## config.mk

```make
export PLATFORM = sky130hd
export DESIGN_NAME = tcb_timer
export DESIGN_NICKNAME = d
export VERILOG_FILES = /design/src/design/tcb_pkg.sv /design/src/design/tcb_timer.sv
export SDC_FILE = /design/constraint.sdc
export NUM_CORES = 1
export LEC_CHECK = 0
export BUFFER_PORTS_ARGS = -buffer_cell sky130_fd_sc_hd__clkbuf_2
export CAP_MARGIN = 10
export CORE_UTILIZATION = 41
export CTS_CLUSTER_SIZE = 16
export DETAILED_ROUTE_END_ITERATION = 6
export REMOVE_ABC_BUFFERS = 1
export SKIP_CTS_REPAIR_TIMING = 1
export SLEW_MARGIN = 0
export SYNTH_ARGS = -nofsm -noshare
export SYNTH_HDL_FRONTEND = slang
export SYNTH_SLANG_ARGS = --single-unit
```

## constraint.sdc

```tcl
create_clock -name clk -period 4.95 [get_ports clk]
set_clock_uncertainty 0.2 [all_clocks]
set_input_delay 0.7425 -clock clk [delete_from_list [all_inputs] [get_ports clk]]
set_output_delay 0.7425 -clock clk [all_outputs]
set_load 0.005 [all_outputs]
```

## src/design/tcb_pkg.sv

```systemverilog
// Purpose: Constants and carrier types for the 8/16-bit timer core.
// Assumes: 8-bit CPU register port, timer clock arrives as a count enable.
// Notes: Register addresses are the I/O offsets of the register map.
package tcb_pkg;

   // ***********************************************
   // Register addresses
   // ***********************************************
   localparam logic [5:0] TCB_ADDR_CTRL_A = 6'h15;
   localparam logic [5:0] TCB_ADDR_CNT_LO = 6'h32;
   localparam logic [5:0] TCB_ADDR_CNT_HI = 6'h14;
   localparam logic [5:0] TCB_ADDR_CMP_A = 6'h13;
   localparam logic [5:0] TCB_ADDR_CMP_B = 6'h12;

   // ***********************************************
   // Control A field positions and reset
   // ***********************************************
   localparam int TCB_BIT_WIDTH = 7;
   localparam int TCB_BIT_CAPT = 6;
   localparam int TCB_BIT_FILT = 5;
   localparam int TCB_BIT_EDGE = 4;
   localparam int TCB_BIT_SRC = 3;
   localparam int TCB_BIT_CTC = 0;
   localparam logic [7:0] TCB_CTRL_A_WMASK = 8'hF9;
   localparam logic [7:0] TCB_CTRL_A_RST = 8'h00;
   localparam logic [7:0] TCB_BYTE_RST = 8'h00;
   localparam logic [7:0] TCB_MAX8 = 8'hFF;
   localparam logic [15:0] TCB_MAX16 = 16'hFFFF;

   // ***********************************************
   // Carriers
   // ***********************************************
   typedef struct packed {
      logic wr;
      logic rd;
      logic [5:0] addr;
      logic [7:0] wdata;
   } tcb_bus_t;

   typedef struct packed {
      logic compare_flag_a;
      logic compare_flag_b;
      logic overflow_flag;
   } tcb_evt_t;

   typedef enum logic [4:0] {
      TCB_MODE_NORM8 = 5'b00001,
      TCB_MODE_CTC8 = 5'b00010,
      TCB_MODE_NORM16 = 5'b00100,
      TCB_MODE_CAPT8 = 5'b01000,
      TCB_MODE_CAPT16 = 5'b10000
   } tcb_mode_t;

endpackage : tcb_pkg

```

## src/design/tcb_timer.sv

```systemverilog
// Purpose: Counter, compare and 16-bit access path of the 8/16-bit timer.
// Assumes: Bus strobes and timer tick are synchronous to clk.
// Notes: Flags leave as one-cycle event pulses; flag storage lives outside.
`timescale 1ns/1ps
module tcb_timer
   import tcb_pkg::*;
(
   input wire logic clk,
   input wire logic resetn,
   input wire tcb_bus_t bus,
   input wire logic timer_tick,
   input wire logic capture_strobe,
   output tcb_evt_t evt,
   output logic capture_event,
   output logic [7:0] rdata,
   output logic [7:0] timer_control_a
);

   // ***********************************************
   // State
   // ***********************************************
   logic [7:0] ctrl_r;
   logic [7:0] cnt_lo_r;
   logic [7:0] cnt_hi_r;
   logic [7:0] cmp_a_r;
   logic [7:0] cmp_b_r;
   logic [7:0] temp_r;
   logic block_r;
   logic [7:0] rdata_r;
   tcb_evt_t evt_r;
   logic capt_r;

   // ***********************************************
   // Mode decode
   // ***********************************************
   wire logic wide = ctrl_r[TCB_BIT_WIDTH];
   wire logic capt_en = ctrl_r[TCB_BIT_CAPT];
   wire logic clear_on_match = ctrl_r[TCB_BIT_CTC];
   // Mode chosen from width, capture enable and clear-on-match
   wire tcb_mode_t mode = capt_en ? (wide ? TCB_MODE_CAPT16 : TCB_MODE_CAPT8)
                        : wide ? TCB_MODE_NORM16
                        : clear_on_match ? TCB_MODE_CTC8 : TCB_MODE_NORM8;
   wire logic is_ctc = (mode == TCB_MODE_CTC8);
   wire logic is_16 = (mode == TCB_MODE_NORM16) || (mode == TCB_MODE_CAPT16);
   wire logic cap16 = (mode == TCB_MODE_CAPT16);

   // ***********************************************
   // Bus decode
   // ***********************************************
   wire logic wr_ctrl = bus.wr && (bus.addr == TCB_ADDR_CTRL_A);
   wire logic wr_clo = bus.wr && (bus.addr == TCB_ADDR_CNT_LO);
   wire logic wr_chi = bus.wr && (bus.addr == TCB_ADDR_CNT_HI);
   wire logic wr_ca = bus.wr && (bus.addr == TCB_ADDR_CMP_A);
   wire logic wr_cb = bus.wr && (bus.addr == TCB_ADDR_CMP_B);
   wire logic rd_clo = bus.rd && (bus.addr == TCB_ADDR_CNT_LO);
   wire logic rd_ca = bus.rd && (bus.addr == TCB_ADDR_CMP_A);
   // High byte is latched only in 16-bit mode; 8-bit writes hit the byte directly
   wire logic hi_via_temp = is_16;
   // Compare B acts as high byte of the pair only in 16-bit mode
   wire logic cb_via_temp = is_16;

   // ***********************************************
   // Counter arithmetic
   // ***********************************************
   wire logic [15:0] cnt16 = {cnt_hi_r, cnt_lo_r};
   wire logic [15:0] cmp16 = {cmp_b_r, cmp_a_r}; // A low, B high
   wire logic [15:0] inc16 = cnt16 + 16'h0001; // Wraps 0xFFFF to 0x0000
   wire logic [7:0] inc8 = cnt_lo_r + 8'h01;
   // Equality test; a compare written below the count waits for the wrap
   wire logic match_a8 = (cnt_lo_r == cmp_a_r);
   wire logic match_b8 = (cnt_lo_r == cmp_b_r);
   wire logic match16 = (cnt16 == cmp16);
   // Compare units are unavailable while compare registers hold a capture
   wire logic cmp_a_live = !capt_en;
   wire logic cmp_b_live = !cap16;
   wire logic hit_a = cmp_a_live && (is_16 ? match16 : match_a8);
   wire logic hit_b = cmp_b_live && !is_16 && match_b8;
   // Clear on match, compare A is top
   wire logic ctc_clear = is_ctc && match_a8;
   wire logic ovf8 = !is_16 && !ctc_clear && (cnt_lo_r == TCB_MAX8);
   wire logic ovf16 = is_16 && (cnt16 == TCB_MAX16);
   wire logic [15:0] cnt_next = ctc_clear ? 16'h0000
                              : is_16 ? inc16 : {cnt_hi_r, inc8};
   // Tick that really advances; a CPU write to the counter wins this cycle
   wire logic cpu_cnt_wr = wr_clo || (wr_chi && !hi_via_temp);
   wire logic advance = timer_tick && !cpu_cnt_wr;

   // ***********************************************
   // Read data mux
   // ***********************************************
   logic [7:0] rd_mux;
   always_comb
   begin
      unique case (bus.addr)
         TCB_ADDR_CTRL_A: rd_mux = ctrl_r & TCB_CTRL_A_WMASK; // reserved read zero
         TCB_ADDR_CNT_LO: rd_mux = cnt_lo_r;
         // Counter high byte comes from the latch in 16-bit mode, direct in 8-bit modes
         TCB_ADDR_CNT_HI: rd_mux = is_16 ? temp_r : cnt_hi_r;
         TCB_ADDR_CMP_A: rd_mux = cmp_a_r;
         // Capture high byte via latch compare bytes direct
         TCB_ADDR_CMP_B: rd_mux = cap16 ? temp_r : cmp_b_r;
         default: rd_mux = TCB_BYTE_RST;
      endcase
   end

   // ***********************************************
   // Shared high-byte latch
   // ***********************************************
   // One latch for every pair; holds until rewritten so it can be reused
   logic [7:0] temp_nxt;
   always_comb
   begin
      temp_nxt = temp_r;
      if ((wr_chi && hi_via_temp) || (wr_cb && cb_via_temp))
         temp_nxt = bus.wdata;
      else if (rd_clo && is_16)
         temp_nxt = cnt_hi_r;
      else if (rd_ca && cap16)
         temp_nxt = cmp_b_r;
   end

   // ***********************************************
   // Control register A
   // ***********************************************
   always_ff @(posedge clk)
   begin
      if (!resetn)
         ctrl_r <= TCB_CTRL_A_RST;
      else if (wr_ctrl)
         ctrl_r <= bus.wdata & TCB_CTRL_A_WMASK;
   end

   // ***********************************************
   // Counter
   // ***********************************************
   always_ff @(posedge clk)
   begin
      if (!resetn)
      begin
         cnt_lo_r <= TCB_BYTE_RST;
         cnt_hi_r <= TCB_BYTE_RST;
      end
      else if (wr_clo)
      begin
         cnt_lo_r <= bus.wdata;
         if (hi_via_temp)
            cnt_hi_r <= temp_r; // Both bytes in one cycle
      end
      else if (wr_chi && !hi_via_temp)
         cnt_hi_r <= bus.wdata;
      else if (advance)
      begin
         cnt_lo_r <= cnt_next[7:0];
         cnt_hi_r <= cnt_next[15:8];
      end
   end

   // ***********************************************
   // Compare / capture registers
   // ***********************************************
   // Writes take effect at once, no double buffering
   always_ff @(posedge clk)
   begin
      if (!resetn)
      begin
         cmp_a_r <= TCB_BYTE_RST;
         cmp_b_r <= TCB_BYTE_RST;
      end
      else if (capture_strobe && capt_en)
      begin
         cmp_a_r <= cnt_lo_r;
         if (cap16)
            cmp_b_r <= cnt_hi_r;
      end
      else
      begin
         if (wr_ca)
            cmp_a_r <= bus.wdata;
         if (wr_ca && cb_via_temp)
            cmp_b_r <= temp_r;
         else if (wr_cb && !cb_via_temp)
            cmp_b_r <= bus.wdata;
      end
   end

   // ***********************************************
   // Latch, match blocking and read data
   // ***********************************************
   always_ff @(posedge clk)
   begin
      if (!resetn)
      begin
         temp_r <= TCB_BYTE_RST;
         block_r <= 1'b0;
         rdata_r <= TCB_BYTE_RST;
      end
      else
      begin
         temp_r <= temp_nxt;
         // Armed by any counter write, even stopped; spent on next tick
         if (cpu_cnt_wr || wr_chi)
            block_r <= 1'b1;
         else if (timer_tick)
            block_r <= 1'b0;
         rdata_r <= bus.rd ? rd_mux : rdata_r;
      end
   end

   // ***********************************************
   // Event pulses
   // ***********************************************
   // Flags pulse the cycle after the tick that acts on the match or rollover
   wire logic blocked = block_r || cpu_cnt_wr;
   always_ff @(posedge clk)
   begin
      if (!resetn)
      begin
         evt_r <= '0;
         capt_r <= 1'b0;
      end
      else
      begin
         evt_r.compare_flag_a <= advance && hit_a && !blocked;
         evt_r.compare_flag_b <= advance && hit_b && !blocked;
         // Overflow only ever set, on rollover to zero
         evt_r.overflow_flag <= advance && (ovf8 || ovf16);
         capt_r <= capture_strobe && capt_en;
      end
   end

   assign evt = evt_r;
   assign capture_event = capt_r;
   assign rdata = rdata_r;
   assign timer_control_a = ctrl_r;

endmodule : tcb_timer

```

# Yosys cells after proc, flatten, opt, wreduce, memory -nomap -nowiden
# Index checks and enable logic that the tools add are counted.
# classes
addsub	2
eq_ne	15
mux	27
reduce_logical	50
# ops
cell	count
$mux W8	17
$pmux W8 S5	1
$mux W16	2
$logic_and A1 B1 Y1	28
$eq A6 B5 Y1 const B	4
$add A16 B1 Y16 const B	1
$eq A16 B16 Y1	1
$eq A16 B16 Y1 const B	1
$eq A8 B8 Y1	2
$mux W5	2
$reduce_bool A3 Y1	3
$add A8 B1 Y8 const B	1
$eq A8 B8 Y1 const B	1
$eq A6 B6 Y1 const B	1
$logic_not A1 Y1	6
$logic_or A1 B1 Y1	6
$reduce_and A2 Y1	3
$reduce_bool A2 Y1	3
$eq A5 B2 Y1 const B	1
$eq A5 B3 Y1 const B	1
$eq A5 B5 Y1 const B	1
$ne A2 B2 Y1 const B	2
$reduce_bool A4 Y1	1
$mux W1	3
other kinds (2)	2
# word_totals
ff_bits	59
input_bits	20
word_cells	106

# Longest topological paths before layout
# depth
depth_word	13
mapped_depth	10

# Worst setup path before layout
# No wires, ideal clock.
# synth_timing
kind	input-to-reg
startpoint	input port bus[9] in the netlist's numbering
endpoint	register temp_r[1]
setup_time_ps	117
t_arrival_ps	2173
required_time_ps	4633
path_slack_ps	2460
path_stages	9
cell_sequence	buf_4 -> nand4bb_4 -> or3_1 -> buf_2 -> a211o_1 -> and2_1 -> buf_2 -> o21ai_0 -> o21ai_1
# synth_via
elab_chain_len	5
word_cells_on_any_way	16
classes_between	eq/ne (4); mux (2); reduce/logical (10)
# synth_rtl
element	line	source
from (decl)	tcb_timer.sv:10	input wire tcb_bus_t bus,
$eq A6 B6 Y1, or another cell as far along	tcb_timer.sv:55	wire logic rd_clo = bus.rd && (bus.addr == TCB_ADDR_CNT_LO);
$logic_and A1 B1 Y1 (on tied branches)	tcb_timer.sv:55, tcb_timer.sv:52, tcb_timer.sv:54	
$logic_and A1 B1 Y1 (on tied branches)	tcb_timer.sv:116, tcb_timer.sv:114	
$mux W8 or $logic_or A1 B1 Y1 (tied branches)	tcb_timer.sv:116, tcb_timer.sv:114	
$mux W8 or $reduce_bool A3 Y1 (tied branches)	--	
to (signal assigned)	tcb_timer.sv:199	temp_r <= temp_nxt;
to (decl)	tcb_timer.sv:27	logic [7:0] temp_r;
# Several ways; a longest one is shown, not always the timed one.
# A chain may end at the register's enable or synchronous reset.

# Worst setup path in the final report
# layout_timing
startpoint	register ctrl_r[6] (netlist: timer_control_a[6])
endpoint	register temp_r[0]
# layout_via
elab_chain_len	6
word_cells_on_any_way	12
classes_between	eq/ne (2); mux (3); reduce/logical (7)
# layout_rtl
element	line	source
from (decl)	tcb_timer.sv:22	logic [7:0] ctrl_r;
from (signal assigned)	tcb_timer.sv:130	ctrl_r <= bus.wdata & TCB_CTRL_A_WMASK;
$mux W5 (*)	tcb_timer.sv:40	wire tcb_mode_t mode = capt_en ? (wide ? TCB_MODE_CAPT16 : TCB_MODE_CAPT8)
$eq A5 B3 Y1 or $eq A5 B5 Y1 (tied branches)	tcb_timer.sv:44, tcb_timer.sv:45	
$logic_or A1 B1 Y1	tcb_timer.sv:44	wire logic is_16 = (mode == TCB_MODE_NORM16) || (mode == TCB_MODE_CAPT16);
$logic_and A1 B1 Y1 (on tied branches)	tcb_timer.sv:116, tcb_timer.sv:114	
$mux W8 or $logic_or A1 B1 Y1 (tied branches)	tcb_timer.sv:116, tcb_timer.sv:114	
$mux W8 or $reduce_bool A3 Y1 (tied branches)	--	
# Every way passes the cells marked *; elsewhere a longest branch is shown, timed or not.

==> metrics.cfg <==
[flow_run]
maxCapViolations=0

[final_layout]
diodes=0
fin_cells=657
nets=546
nFillCells=959
multi_input_area_mm2=0.00254
ff_latch_area_mm2=0.00118
drive_gt1_share_pct=15.2
area_growth_pct=10.0

[synth]
synth_area_mm2=0.00397
synthDistinctLibCells=62
synth_top_area_share_pct=29.7
yosys_warnings=0
synth_top_area_cell=dfxtp_1
yosysSeqAreaShare_pct=29.7
yosysMostFrequentCell=nand2_1
synth_edf_count=0
synth-seq-cells=59
synthCells=517
ys.flop_type=dfxtp_1
synthArstFlopShare_pct=0
ys_top_cells_by_area=dfxtp_1, nand2_1, xor2_1
syn_avg_cell_area_um2=7.68
synth_common_cells=nand2_1, dfxtp_1, o21ai_0

[global_routing]
gr-total-overflow=0
grt_pass1_vias=3905
grt_pass1_wl_mm=22.1
grt_max_degree=30
grt_util_all_layers_pct=29.4
antenna_found_initial=0

[die]
core_mm2=0.00933
die_x_um=100
initial_core_util_pct=42.6
dieArea_mm2=0.0101
rows=35
die_h_um=100
ios=40

[pwr]
power_mw=1.08
ir_drop_mv=0.113
power_leakage_nw=1.73
power-per-cell-area_mw_per_mm2=247

[detailed_routing]
dr.pass1.iters=7
avgRoutedWirePerCell_um=21.9
drt_iter0_markers=441
totalWireLength_mm=14.4
vias=4209
viasPerCell=6.41
drc=8
drtAntennaViolNets=0

[critical_path]
cp_max_fo=12
r2r_start=timer_control_a[6]
regToRegSetupSlack_ns=1.38
critical_path.endpoint_type=flip-flop
worstSetupPathType=reg -> reg
reg2reg_depth=8
r2r-end=temp_r[0]
slowest_stage=nor2_1
crit_path_cell_trace=inv_1 > ha_1 > mux2i_1 > nor2_1 > nand3_1 > nand2_1 > o211a_1 > o21ai_1
critPathArrivalTime_ns=3.62
cpPeakStageDelay_ns=0.80
start_kind=flip-flop
required_ns=4.99

[clock_tree]
clock_tree.root_cell=clkbuf_8
htreeDepth=3
path_clk_slew_ns=0.07
cts_buffers=9
cts_sinks=59
cts_buffer_depth=2
cts_tree=done
clk_latency_ns=0.35

[status]
violations=design-rule violations
status=complete, but fails checks

[timing]
setup_violations=0
relSlewSlack_pct=29.7
fmax_mhz=280
tightest_slew_ns=1.05
fin_crit_ns=3.57
fin_setup_tns_ns=0
finalCritPeriodShare_pct=72.2
slew_viol_final=0
hold_viol=0
hold-worst-slack_ns=0.268
finalWorstSetupSlack_ns=1.38
rsz0062_at_grt=no

[place]
dpl.hpwl_mm=10.4
gp_congestion=0.971
dp_slack_ns=1.60
numPortBuffers=37
dp_cells=641

[worst_hold_path]
min_delay_path_depth=1
min_from=block_r
hp-class=reg -> reg
holdPathEnd=evt[1]

cell families (layout without fill, tap and decap cells):
kind of cell,after synthesis,after routing,synth area share (%)
other cells,1,2,0.0944
fa+ha+maj,3,3,0.945
flops,59,59,29.7
compound gates,150,150,24.9
buf+inv,57,67,6.39
mux,29,29,7.68
simple gates,188,188,23.7
xor+xnor,30,30,6.61
where the power goes:
| part | internal [mW] | total [mW] | switching [mW] | leakage (nW) |
|---|---|---|---|---|
| sequential | 0.479 | 0.487 | 0.00836 | 0.476 |
| combinational | 0.0257 | 0.0809 | 0.0551 | 1.14 |
| clock | 0.310 | 0.513 | 0.202 | 0.113 |
| total | 0.815 | 1.08 | 0.266 | 1.73 |
placed cells by master (no fill, tap or decap), types with 8 or more instances in the layout:
cell type,count
a21oi_1,26
a22o_1,8
clkbuf_2,37
clkbuf_8,11
dfxtp_1,59
inv_1,8
mux2_2,12
mux2i_1,17
nand2_1,68
nand3_1,22
nand4_1,8
nor2_1,35
nor4_1,11
o21ai_0,40
o21ai_1,9
xor2_1,26
critical path, delay by kind of cell, from the launching register on:
family | cells | cell delay, ns
compound gates | 2 | 0.29
flops | 1 | 0.55
mux | 1 | 0.12
fa+ha+maj | 1 | 0.36
buf+inv | 1 | 0.15
simple gates | 3 | 1.81
flip-flops by register name, indices dropped and copies added (netlist names):
name,count
block_r,1
capture_event,1
cmp_a_r,8
cmp_b_r,8
cnt_hi_r,8
cnt_lo_r,8
evt,3
rdata,8
temp_r,8
timer_control_a,6
per-stage QoR:
| step | util (%) | area [µm²] |
|---|---|---|
| CTS | 46.9 | 4370 |
| global placement | 44.4 | 4140 |
| floorplan | - | 3750 |
| global route | 46.9 | 4370 |
| detailed placement | 44.4 | 4140 |
| finish | 46.9 | 4370 |
how the worst max path moves through the flow:
stage | slack [ns] | depth (start not counted) | from | to
floorplan | 1.88 | 6 | bus[10] | temp_r[3]
global placement | 1.73 | 8 | timer_control_a[6] | temp_r[3]
detailed placement | 1.60 | 8 | timer_control_a[6] | cnt_hi_r[5]
CTS | 1.58 | 8 | timer_control_a[6] | cnt_hi_r[5]
global route | 1.30 | 7 | timer_control_a[7] | cnt_hi_r[5]
finish | 1.38 | 8 | timer_control_a[6] | temp_r[0]
routing by layer:
layer	global-route usage, %	wire [µm]	vias up
li1	-	-	1896
met4	10.4	449	0
met2	47.0	6580	242
met3	5.36	1440	47
met5	0	0	-
met1	39.7	5940	2024
layout make-up:
class | instances | share of cell area (%)
clock inverters | 4 | 1.66
well taps | 129 | 3.69
repair buffers | 43 | 5.27
flip-flops and latches | 59 | 27.0
clock buffers | 12 | 3.55
multi-input cells | 402 | 58.1
inverters | 8 | 0.687
(Power assumes the default switching activity.)
